### src/pkg/lsodt_pkg.sv
`default_nettype none
package lsodt_pkg;

  // Operation class reported for each decoded instruction
  typedef enum logic [3:0] {
    OP_ILLEGAL, OP_AND, OP_TEST, OP_OR, OP_XOR, OP_NOT,
    OP_SCMP, OP_PIN, OP_SLOAD, OP_SCOPY, OP_POUT, OP_SSCAN, OP_SSTORE
  } lsodt_op_t;

  // Upper seven opcode bits; bit 0 is size_full
  localparam logic [6:0] OPC_AND_RM   = 7'h10; // 0010000w
  localparam logic [6:0] OPC_AND_MR   = 7'h11; // 0010001w
  localparam logic [6:0] OPC_AND_ACC  = 7'h12; // 0010010w
  localparam logic [6:0] OPC_OR_RM    = 7'h04; // 0000100w
  localparam logic [6:0] OPC_OR_MR    = 7'h05; // 0000101w
  localparam logic [6:0] OPC_OR_ACC   = 7'h06; // 0000110w
  localparam logic [6:0] OPC_XOR_RM   = 7'h18; // 0011000w
  localparam logic [6:0] OPC_XOR_MR   = 7'h19; // 0011001w
  localparam logic [6:0] OPC_XOR_ACC  = 7'h1a; // 0011010w
  localparam logic [6:0] OPC_TEST_RM  = 7'h42; // 1000010w
  localparam logic [6:0] OPC_TEST_ACC = 7'h54; // 1010100w
  localparam logic [6:0] OPC_GRP_IMM  = 7'h40; // 1000000w
  localparam logic [6:0] OPC_GRP_UN   = 7'h7b; // 1111011w
  localparam logic [6:0] OPC_SCMP     = 7'h53; // 1010011w
  localparam logic [6:0] OPC_PIN      = 7'h36; // 0110110w
  localparam logic [6:0] OPC_SLOAD    = 7'h56; // 1010110w
  localparam logic [6:0] OPC_SCOPY    = 7'h52; // 1010010w
  localparam logic [6:0] OPC_POUT     = 7'h37; // 0110111w
  localparam logic [6:0] OPC_SSCAN    = 7'h57; // 1010111w
  localparam logic [6:0] OPC_SSTORE   = 7'h55; // 1010101w
  localparam logic [7:0] PFX_REPEAT_WHILE_EQUAL     = 8'hf3; // 11110011

  // Second operand field values and register-mode encoding
  localparam logic [2:0] SEL_AND  = 3'h4;
  localparam logic [2:0] SEL_OR   = 3'h1;
  localparam logic [2:0] SEL_XOR  = 3'h6;
  localparam logic [2:0] SEL_TEST = 3'h0;
  localparam logic [2:0] SEL_NOT  = 3'h2;
  localparam logic [1:0] MOD_REG  = 2'h3;

  // Clock counts
  localparam int CLK_REG       = 2;
  localparam int CLK_RMW       = 7;
  localparam int CLK_LOAD      = 6;
  localparam int CLK_TEST_MEM  = 5;
  localparam int CLK_NOT_MEM   = 6;
  localparam int CLK_SCMP      = 10;
  localparam int CLK_PIN_FAST  = 9;
  localparam int CLK_PIN_SLOW  = 29;
  localparam int CLK_POUT_FAST = 8;
  localparam int CLK_SLOAD     = 5;
  localparam int CLK_SCOPY     = 7;
  localparam int CLK_SSCAN     = 7;
  localparam int CLK_SSTORE    = 4;
  localparam int CLK_REP_BASE  = 5;
  localparam int CLK_REP_EACH  = 9;

  // Data bus cycle counts
  localparam int DAT_NONE     = 0;
  localparam int DAT_ONE      = 1;
  localparam int DAT_TWO      = 2;
  localparam int DAT_REP_EACH = 2;

endpackage
`default_nettype wire

### src/core/lsodt_timer.sv
`default_nettype none
// Holds busy for exactly the loaded number of clocks, then pulses done
module lsodt_timer
  #(parameter int TIME_W = 37)
  (
    // Clock and reset
    input  wire logic              clk,
    input  wire logic              rst_b,
    // Load request
    input  wire logic              load,
    input  wire logic [TIME_W-1:0] clocks,
    // Status
    output var  logic              busy,
    output var  logic              done
  );

  logic [TIME_W-1:0] remain;

  // A counter needs at least one bit to hold a nonzero count
  if (TIME_W < 1)
    $error("lsodt_timer: TIME_W must be at least 1");

  // Remaining clocks of the running instruction
  always_ff @(posedge clk or negedge rst_b)
  begin
    if (!rst_b)
      remain <= '0;
    else if (load)
      remain <= clocks;
    else if (busy)
      remain <= remain - TIME_W'(1);
  end

  // Busy spans the count; a zero count never raises it
  always_ff @(posedge clk or negedge rst_b)
  begin
    if (!rst_b)
      busy <= 1'b0;
    else if (load)
      busy <= (clocks != '0);
    else if (busy && remain == TIME_W'(1))
      busy <= 1'b0;
  end

  // One-cycle completion pulse after the last busy cycle
  always_ff @(posedge clk or negedge rst_b)
  begin
    if (!rst_b)
      done <= 1'b0;
    else
      done <= busy && !load && remain == TIME_W'(1);
  end

endmodule // lsodt_timer
`default_nettype wire

### src/core/lsodt_decoder.sv
`default_nettype none
module lsodt_decoder
  import lsodt_pkg::*;
  #(
    parameter int CNT_W         = 32,
    parameter int CLK_POUT_SLOW = 28
  )
  (
    // Clock and reset
    input  wire logic                 clk,
    input  wire logic                 rst_b,
    // Instruction request
    input  wire logic                 op_valid,
    input  wire logic                 rep_prefix,
    input  wire logic [7:0]           opcode,
    input  wire logic [7:0]           modrm,
    input  wire logic [CNT_W-1:0]     count_register,
    input  wire logic                 io_slow,
    // Decode answer
    output var  logic                 dec_valid,
    output var  logic                 dec_legal,
    output var  lsodt_op_t            op_class,
    output var  logic                 size_full,
    output var  logic                 mem_operand,
    output var  logic                 writes_result,
    output var  logic                 uses_acc,
    output var  logic [CNT_W+4:0]     clocks,
    output var  logic [CNT_W+1:0]     data_cycles,
    // Execution timing
    output logic                      busy,
    output logic                      done
  );

  localparam int TIME_W = CNT_W + 5;
  localparam int DATA_W = CNT_W + 2;

  // The repeat arithmetic is sized for at most a 32-bit count
  if (CNT_W < 1 || CNT_W > 32)
    $error("lsodt_decoder: CNT_W must lie in 1..32");
  if (CLK_POUT_SLOW < CLK_POUT_FAST)
    $error("lsodt_decoder: slow output count below fast count");

  // Widen a small constant to the clock field
  function automatic logic [TIME_W-1:0] tclk(input int v);
    return TIME_W'(v);
  endfunction

  // Widen a small constant to the data field
  function automatic logic [DATA_W-1:0] tdat(input int v);
    return DATA_W'(v);
  endfunction

  // First of a pair for a register operand, second for memory
  function automatic int pick(input logic reg_op, input int r, input int m);
    return reg_op ? r : m;
  endfunction

  lsodt_op_t         next_class;
  logic              next_legal;
  logic              next_mem;
  logic              next_write;
  logic              next_acc;
  logic [TIME_W-1:0] next_clocks;
  logic [DATA_W-1:0] next_data;
  logic [6:0]        op7;
  logic [2:0]        sel;
  logic              reg_op;
  logic              take;

  assign op7    = opcode[7:1];
  assign sel    = modrm[5:3];
  assign reg_op = (modrm[7:6] == MOD_REG);
  // New instructions are ignored while the previous one is timed
  assign take   = op_valid && !busy;

  // Opcode decode and timing lookup
  always_comb
  begin
    next_class  = OP_ILLEGAL;
    next_legal  = 1'b0;
    next_mem    = 1'b0;
    next_write  = 1'b0;
    next_acc    = 1'b0;
    next_clocks = '0;
    next_data   = '0;
    if (rep_prefix)
    begin
      // Only the repeated compare is decoded here; n comes from count
      if (op7 == OPC_SCMP)
      begin
        next_class  = OP_SCMP;
        next_legal  = 1'b1;
        next_mem    = 1'b1;
        next_clocks = tclk(CLK_REP_BASE)
                    + TIME_W'(count_register) * tclk(CLK_REP_EACH);
        next_data   = DATA_W'(count_register) * tdat(DAT_REP_EACH);
      end
    end
    else
    begin
      case (op7)
        OPC_AND_RM, OPC_OR_RM, OPC_XOR_RM:
        begin
          // Register form of 00xxx00w needs no bus at all
          next_legal  = 1'b1;
          next_write  = 1'b1;
          next_mem    = !reg_op;
          next_clocks = tclk(pick(reg_op, CLK_REG, CLK_RMW));
          next_data   = tdat(pick(reg_op, DAT_NONE, DAT_TWO));
        end
        OPC_AND_MR, OPC_OR_MR, OPC_XOR_MR:
        begin
          next_legal  = 1'b1;
          next_write  = 1'b1;
          next_mem    = !reg_op;
          next_clocks = tclk(pick(reg_op, CLK_REG, CLK_LOAD));
          next_data   = tdat(pick(reg_op, DAT_NONE, DAT_ONE));
        end
        OPC_AND_ACC, OPC_OR_ACC, OPC_XOR_ACC:
        begin
          next_legal  = 1'b1;
          next_write  = 1'b1;
          next_acc    = 1'b1;
          next_clocks = tclk(CLK_REG);
        end
        OPC_TEST_RM:
        begin
          // Flags only: result is never written back
          next_class  = OP_TEST;
          next_legal  = 1'b1;
          next_mem    = !reg_op;
          next_clocks = tclk(pick(reg_op, CLK_REG, CLK_TEST_MEM));
          next_data   = tdat(pick(reg_op, DAT_NONE, DAT_ONE));
        end
        OPC_TEST_ACC:
        begin
          next_class  = OP_TEST;
          next_legal  = 1'b1;
          next_acc    = 1'b1;
          next_clocks = tclk(CLK_REG);
        end
        OPC_GRP_IMM:
        begin
          // Immediate group: operation chosen by the second operand field
          next_mem    = !reg_op;
          next_clocks = tclk(pick(reg_op, CLK_REG, CLK_RMW));
          next_data   = tdat(pick(reg_op, DAT_NONE, DAT_TWO));
          next_write  = 1'b1;
          if (sel == SEL_AND || sel == SEL_OR || sel == SEL_XOR)
            next_legal = 1'b1;
        end
        OPC_GRP_UN:
        begin
          // Other fields of this group belong to other decoders
          next_mem = !reg_op;
          if (sel == SEL_TEST)
          begin
            next_class  = OP_TEST;
            next_legal  = 1'b1;
            next_clocks = tclk(pick(reg_op, CLK_REG, CLK_TEST_MEM));
            next_data   = tdat(pick(reg_op, DAT_NONE, DAT_ONE));
          end
          else if (sel == SEL_NOT)
          begin
            next_class  = OP_NOT;
            next_legal  = 1'b1;
            next_write  = 1'b1;
            next_clocks = tclk(pick(reg_op, CLK_REG, CLK_NOT_MEM));
            next_data   = tdat(pick(reg_op, DAT_NONE, DAT_TWO));
          end
        end
        OPC_SCMP:
        begin
          next_class  = OP_SCMP;
          next_legal  = 1'b1;
          next_mem    = 1'b1;
          next_clocks = tclk(CLK_SCMP);
          next_data   = tdat(DAT_TWO);
        end
        OPC_PIN:
        begin
          // Which condition applies is given by io_slow from outside
          next_class  = OP_PIN;
          next_legal  = 1'b1;
          next_mem    = 1'b1;
          next_write  = 1'b1;
          next_clocks = io_slow ? tclk(CLK_PIN_SLOW)
                                : tclk(CLK_PIN_FAST);
          next_data   = tdat(DAT_ONE);
        end
        OPC_SLOAD:
        begin
          next_class  = OP_SLOAD;
          next_legal  = 1'b1;
          next_mem    = 1'b1;
          next_write  = 1'b1;
          next_acc    = 1'b1;
          next_clocks = tclk(CLK_SLOAD);
          next_data   = tdat(DAT_ONE);
        end
        OPC_SCOPY:
        begin
          next_class  = OP_SCOPY;
          next_legal  = 1'b1;
          next_mem    = 1'b1;
          next_write  = 1'b1;
          next_clocks = tclk(CLK_SCOPY);
          next_data   = tdat(DAT_TWO);
        end
        OPC_POUT:
        begin
          // The slow count is a parameter, its condition an input
          next_class  = OP_POUT;
          next_legal  = 1'b1;
          next_mem    = 1'b1;
          next_clocks = io_slow ? tclk(CLK_POUT_SLOW)
                                : tclk(CLK_POUT_FAST);
          next_data   = tdat(DAT_ONE);
        end
        OPC_SSCAN:
        begin
          next_class  = OP_SSCAN;
          next_legal  = 1'b1;
          next_mem    = 1'b1;
          next_acc    = 1'b1;
          next_clocks = tclk(CLK_SSCAN);
          next_data   = tdat(DAT_ONE);
        end
        OPC_SSTORE:
        begin
          next_class  = OP_SSTORE;
          next_legal  = 1'b1;
          next_mem    = 1'b1;
          next_write  = 1'b1;
          next_acc    = 1'b1;
          next_clocks = tclk(CLK_SSTORE);
          next_data   = tdat(DAT_ONE);
        end
        default:
        begin
          next_legal = 1'b0;
        end
      endcase
      // Class of the three-way ALU opcodes follows the opcode family
      if (op7 == OPC_AND_RM || op7 == OPC_AND_MR || op7 == OPC_AND_ACC)
        next_class = OP_AND;
      else if (op7 == OPC_OR_RM || op7 == OPC_OR_MR || op7 == OPC_OR_ACC)
        next_class = OP_OR;
      else if (op7 == OPC_XOR_RM || op7 == OPC_XOR_MR
               || op7 == OPC_XOR_ACC)
        next_class = OP_XOR;
      else if (op7 == OPC_GRP_IMM)
      begin
        if (sel == SEL_AND)
          next_class = OP_AND;
        else if (sel == SEL_OR)
          next_class = OP_OR;
        else if (sel == SEL_XOR)
          next_class = OP_XOR;
      end
    end
    // Illegal codes report nothing but their refusal
    if (!next_legal)
    begin
      next_class  = OP_ILLEGAL;
      next_mem    = 1'b0;
      next_write  = 1'b0;
      next_acc    = 1'b0;
      next_clocks = '0;
      next_data   = '0;
    end
  end

  // One-cycle pulse marking a fresh decode answer
  always_ff @(posedge clk or negedge rst_b)
  begin
    if (!rst_b)
      dec_valid <= 1'b0;
    else
      dec_valid <= take;
  end

  // Decode answer holds until the next accepted request
  always_ff @(posedge clk or negedge rst_b)
  begin
    if (!rst_b)
    begin
      dec_legal     <= 1'b0;
      op_class      <= OP_ILLEGAL;
      size_full     <= 1'b0;
      mem_operand   <= 1'b0;
      writes_result <= 1'b0;
      uses_acc      <= 1'b0;
      clocks        <= '0;
      data_cycles   <= '0;
    end
    else if (take)
    begin
      dec_legal     <= next_legal;
      op_class      <= next_class;
      size_full     <= next_legal && opcode[0];
      mem_operand   <= next_mem;
      writes_result <= next_write;
      uses_acc      <= next_acc;
      clocks        <= next_clocks;
      data_cycles   <= next_data;
    end
  end

  // Execution timer; only legal codes start it
  lsodt_timer #(.TIME_W(TIME_W)) u_timer (
    .clk    (clk),
    .rst_b  (rst_b),
    .load   (take && next_legal),
    .clocks (next_clocks),
    .busy   (busy),
    .done   (done)
  );

endmodule // lsodt_decoder
`default_nettype wire

### config.mk
export PLATFORM = sky130hd
export DESIGN_NAME = lsodt_decoder
export DESIGN_NICKNAME = d
export VERILOG_FILES = /design/src/pkg/lsodt_pkg.sv /design/src/core/lsodt_timer.sv /design/src/core/lsodt_decoder.sv
export SDC_FILE = /design/constraint.sdc
export NUM_CORES = 1
export LEC_CHECK = 0
export BUFFER_PORTS_ARGS = -buffer_cell sky130_fd_sc_hd__buf_2
export CAP_MARGIN = 30
export CORE_ASPECT_RATIO = 1.75
export CORE_MARGIN = 1.5
export CORE_UTILIZATION = 35
export CTS_CLUSTER_SIZE = 25
export DETAILED_ROUTE_END_ITERATION = 12
export PLACE_DENSITY = 0.61
export SYNTH_ARGS = -nofsm -noshare
export SYNTH_HDL_FRONTEND = slang
export SYNTH_SLANG_ARGS = --single-unit
### constraint.sdc
create_clock -name clk -period 3.3 [get_ports clk]
set_input_delay 0 -clock clk [delete_from_list [all_inputs] [get_ports clk]]
set_output_delay 0 -clock clk [all_outputs]
set_load 0.05 [all_outputs]
==> summary by stage <==
GRT
The largest net degree at the start of global routing is 79. In the global route stage, met2 resource usage came out at 0.406. In this run the most used layer during global routing was met2. The global routing usage on met1 is 0.258. The global-route wire length before repair is 44.9 mm.

The total track usage is 0.218. The number of global-route vias before repair is 8775. The met3 track utilization from global routing is 0.0256. The aggregate global routing overflow is 0.

The initial antenna violation count is 0.

Place
The count of port buffers added during placement is 130. The sum of net half-perimeters after detailed placement is 21.3 mm. The final weighted congestion in routability-driven placement is 0.925. The post-placement cell area is 10500 µm².

Power and ir drop
Overall power consumption after layout is estimated at 0.00497 W. Across the VDD grid, the largest voltage drop is 0.336 mV. The static leakage is 5.79 nW.

The total power divided by cell area is 430 nW/µm².

Drt
The average vias per placed instance is 5.42. The final wirelength is 27.6 mm. The via count of the routed design is 8767.

In the routed design, unresolved DRC markers number 0. For this run, the detailed router's first-pass iteration total came to 5. The number of routed nets with antenna violations is 0. After detailed routing, the average wire length per cell comes to 17.1 µm. The first routing iteration left 578 violations.

Clock network
No sink is reached through more buffers than the 2 on the longest clock path. After clock tree synthesis, the clock-pin slew on the worst setup and hold paths is 0.05 ns. The TritonCTS clock tree is built. The clock tree root buffer cell is clkbuf_16. Clock latency on the worst-skew pair, taken at its later pin, is 0.43 ns. The tree built by TritonCTS fans out to 118 sinks. The H-tree was split into 4 levels. The number of clock buffers inserted by TritonCTS is 17.

Synthesis
In the synthesized netlist the dominant register cell turns out to be dfrtp_1. The number of enable flip-flop cells after synthesis is 0. Counting flops and latches in the post-synthesis netlist gives 118. The synthesized area divided by synthesized cell count is 8.37 µm². The async set-or-reset flop fraction in the synthesized netlist is 1.00.

The synthesized netlist occupies a cell area of 8830 µm². The number of distinct standard cells referenced by the synthesized netlist is 81. Synthesis produced 1055 cells. The yosys synthesis warning count is 0.

The portion of the post-synthesis area used by sequential elements is 0.334.

Timing
The max-slew violation total from the final report is 0. The shortest period the worst path allows is 3.16 ns. The number of hold violations in the final report is 0.

Based on the critical path, the design can be clocked at up to 0.317 GHz. Dividing the final minimum period by the clock period gives 0.957. The worst clock skew on the final layout is 0.0111 ns. The normalized max-slew margin is 0.410.

The transition time at the pin with the least slew margin is 0.874 ns. Setup violations remaining at the end of the flow were counted as 0. On the final layout, the worst hold slack is 0.00293 ns.

Floorplan
The die is 123 µm wide. The I/O pin count is 136. The die covers 26200 µm².

The die extent in y is 213 µm. After floorplanning, the core was sized to cover 24700 µm². The placement row count is 76. The starting density of the core is 0.357.

Final layout
For this run, the post-layout net count is 1440. After routing the design area is 11600 µm². The proportion of layout cells with a drive suffix above 1 is 0.237. The total inserted antenna cells is 0. Compared with the post-synthesis result, the final layout area differs by 30.8%.

Setup path
The worst setup path is captured at a flip-flop. Data arrives at the worst endpoint at 3.46 ns. The largest incremental delay on the critical path is 0.54 ns. The signal on the critical path passes through dlygate4sd3_1, buf_2, ha_1, ha_1, ha_1, a21o_1, a21o_1, a21oi_1, a2bb2oi_1, a21oi_1, nor2_1, o41ai_2, buf_4, a21oi_1, nor2_1, or3_1.

Of all nets on the critical path, the largest fanout is 6. In this run the worst setup path begins at count_register[22]. The data required time at the worst endpoint is 3.60 ns. The startpoint kind of the worst setup timing path is a primary input. The startpoint of the worst-slack reg-to-reg timing path is u_timer.remain[25]. The minimum setup slack among reg-to-reg paths is 0.15 ns. In this run the critical register-to-register path is captured at u_timer.busy. The slowest cell on the critical path is dlygate4sd3_1. Measured in cells, the most critical reg-to-reg path has a length of 10.

By startpoint and endpoint, the worst setup path is classified as in -> reg.

Worst hold path
The worst hold path begins at modrm[4]. The min-delay analysis places its worst path in the category in -> reg. The worst hold path endpoint is op_class[2].

The depth of the worst hold-timing path is 3.

Status
The run finished with clean final reports.

Run
The count of maximum capacitance violations is 0.
-- cells in the mapped netlist (7+ instances only) --
master      n  share of area
a21o_1     21          0.018
a21oi_1    53          0.030
clkbuf_1   42          0.018
dfrtp_1   118           0.33
ha_1       93           0.13
inv_1      23         0.0098
nand2_1   200          0.085
nand2b_1   10         0.0071
nand3_1    56          0.032
nand4_1    15          0.011
nor2_1     53          0.023
nor2b_1    10         0.0071
nor3_1     31          0.018
nor4_1     11         0.0078
o211ai_1   13          0.011
o21ai_0    70          0.040
o21bai_1    7         0.0060
o22ai_1     7         0.0050
o31ai_1    15          0.013
or2_2       7         0.0050
or3_1      18          0.013
or4_1      10         0.0085
xnor2_1    31          0.031
xor2_1     16          0.016
-- worst max-delay path by stage --
stage | end | slack (ns) | cells after the start
2_1_floorplan | u_timer.busy | 0.02 | 14
3_5_place_dp | u_timer.busy | -0.25 | 15
4_1_cts | u_timer.busy | 0.02 | 15
3_3_place_gp | u_timer.busy | -0.20 | 15
5_1_grt | u_timer.busy | -0.02 | 17
6_report | u_timer.remain[35] | 0.14 | 16
-- flip-flops by register name, indices dropped and copies added, names as in the netlist --
register	flops
u_timer.remain	37
clocks	36
data_cycles	33
op_class	4
dec_legal	1
dec_valid	1
mem_operand	1
size_full	1
u_timer.busy	1
u_timer.done	1
uses_acc	1
writes_result	1
-- per-stage QoR --
step           setup WS, ns  utilization  cells  setup TNS (ns)
2_1_floorplan        0.0158            -   1056               0
3_3_place_gp         -0.202        0.424   1549          -0.348
3_5_place_dp         -0.251        0.424   1549          -0.459
4_1_cts              0.0242        0.462   1615               0
5_1_grt             -0.0204        0.467   1619         -0.0215
6_report              0.142        0.467   1619               0
-- repair_timing --
action                                  in CTS  in global routing
endpoints found under the setup margin       0                 13
endpoints found under the hold margin       97                  7
gates resized for setup                      0                 16
buffers inserted                             0                  2
hold buffers                                34                  1
-- report_power, final --
group | internal (W) | switching, W | total [W] | leakage (nW)
combinational | 0.000658 | 0.000835 | 0.00149 | 3.89
clock | 0.00118 | 0.000721 | 0.00191 | 0.272
sequential | 0.00150 | 0.0000678 | 0.00157 | 1.63
-- logic make-up (layout without fill, tap and decap cells) --
logic type,count (synthesis),in the layout,share of synthesized area
simple gates,451,451,0.246
compound gates,264,264,0.203
flops,118,118,0.334
fa+ha+maj,93,93,0.132
buf+inv,79,330,0.0353
xor+xnor,47,47,0.0466
mux,2,2,0.00241
other cells,1,2,0.000425
-- routing by layer --
layer	routed length, µm	vias up
li1	-	4340
met1	11400	4180
met2	14900	214
met3	847	33
met4	523	0
met5	0	-
-- cells in the final DEF, fill, tap and decap left out, drive strengths merged, types with 13 or more instances in the layout --
cell	instances
buf	240
nand2	200
dfrtp	118
ha	93
o21ai	71
nand3	56
nor2	54
a21oi	53
dlygate4sd3	35
nor3	32
xnor2	31
inv	23
a21o	21
clkbuf	20
or3	18
xor2	16
nand4	15
o31ai	15
nor4	14
o211ai	13
-- final cells by class --
cell class | instances | area [µm²]
fill | 2461 | 13200
timing repair buffer | 275 | 1860
sequential | 118 | 2950
clock inverter | 12 | 155
inverter | 23 | 86.3
multi-input combinational | 859 | 5670
tap | 312 | 390
clock buffer | 20 | 437
-- critical path, delay by kind of cell --
family / cells / cell delay [ns]
AOI/OAI and AO/OA: 7 / 1.16
buffers and inverters: 3 / 0.84
adders and majority gates: 3 / 0.83
and+or+nand+nor: 3 / 0.60
Note: power is estimated with default switching activity, not from simulation.
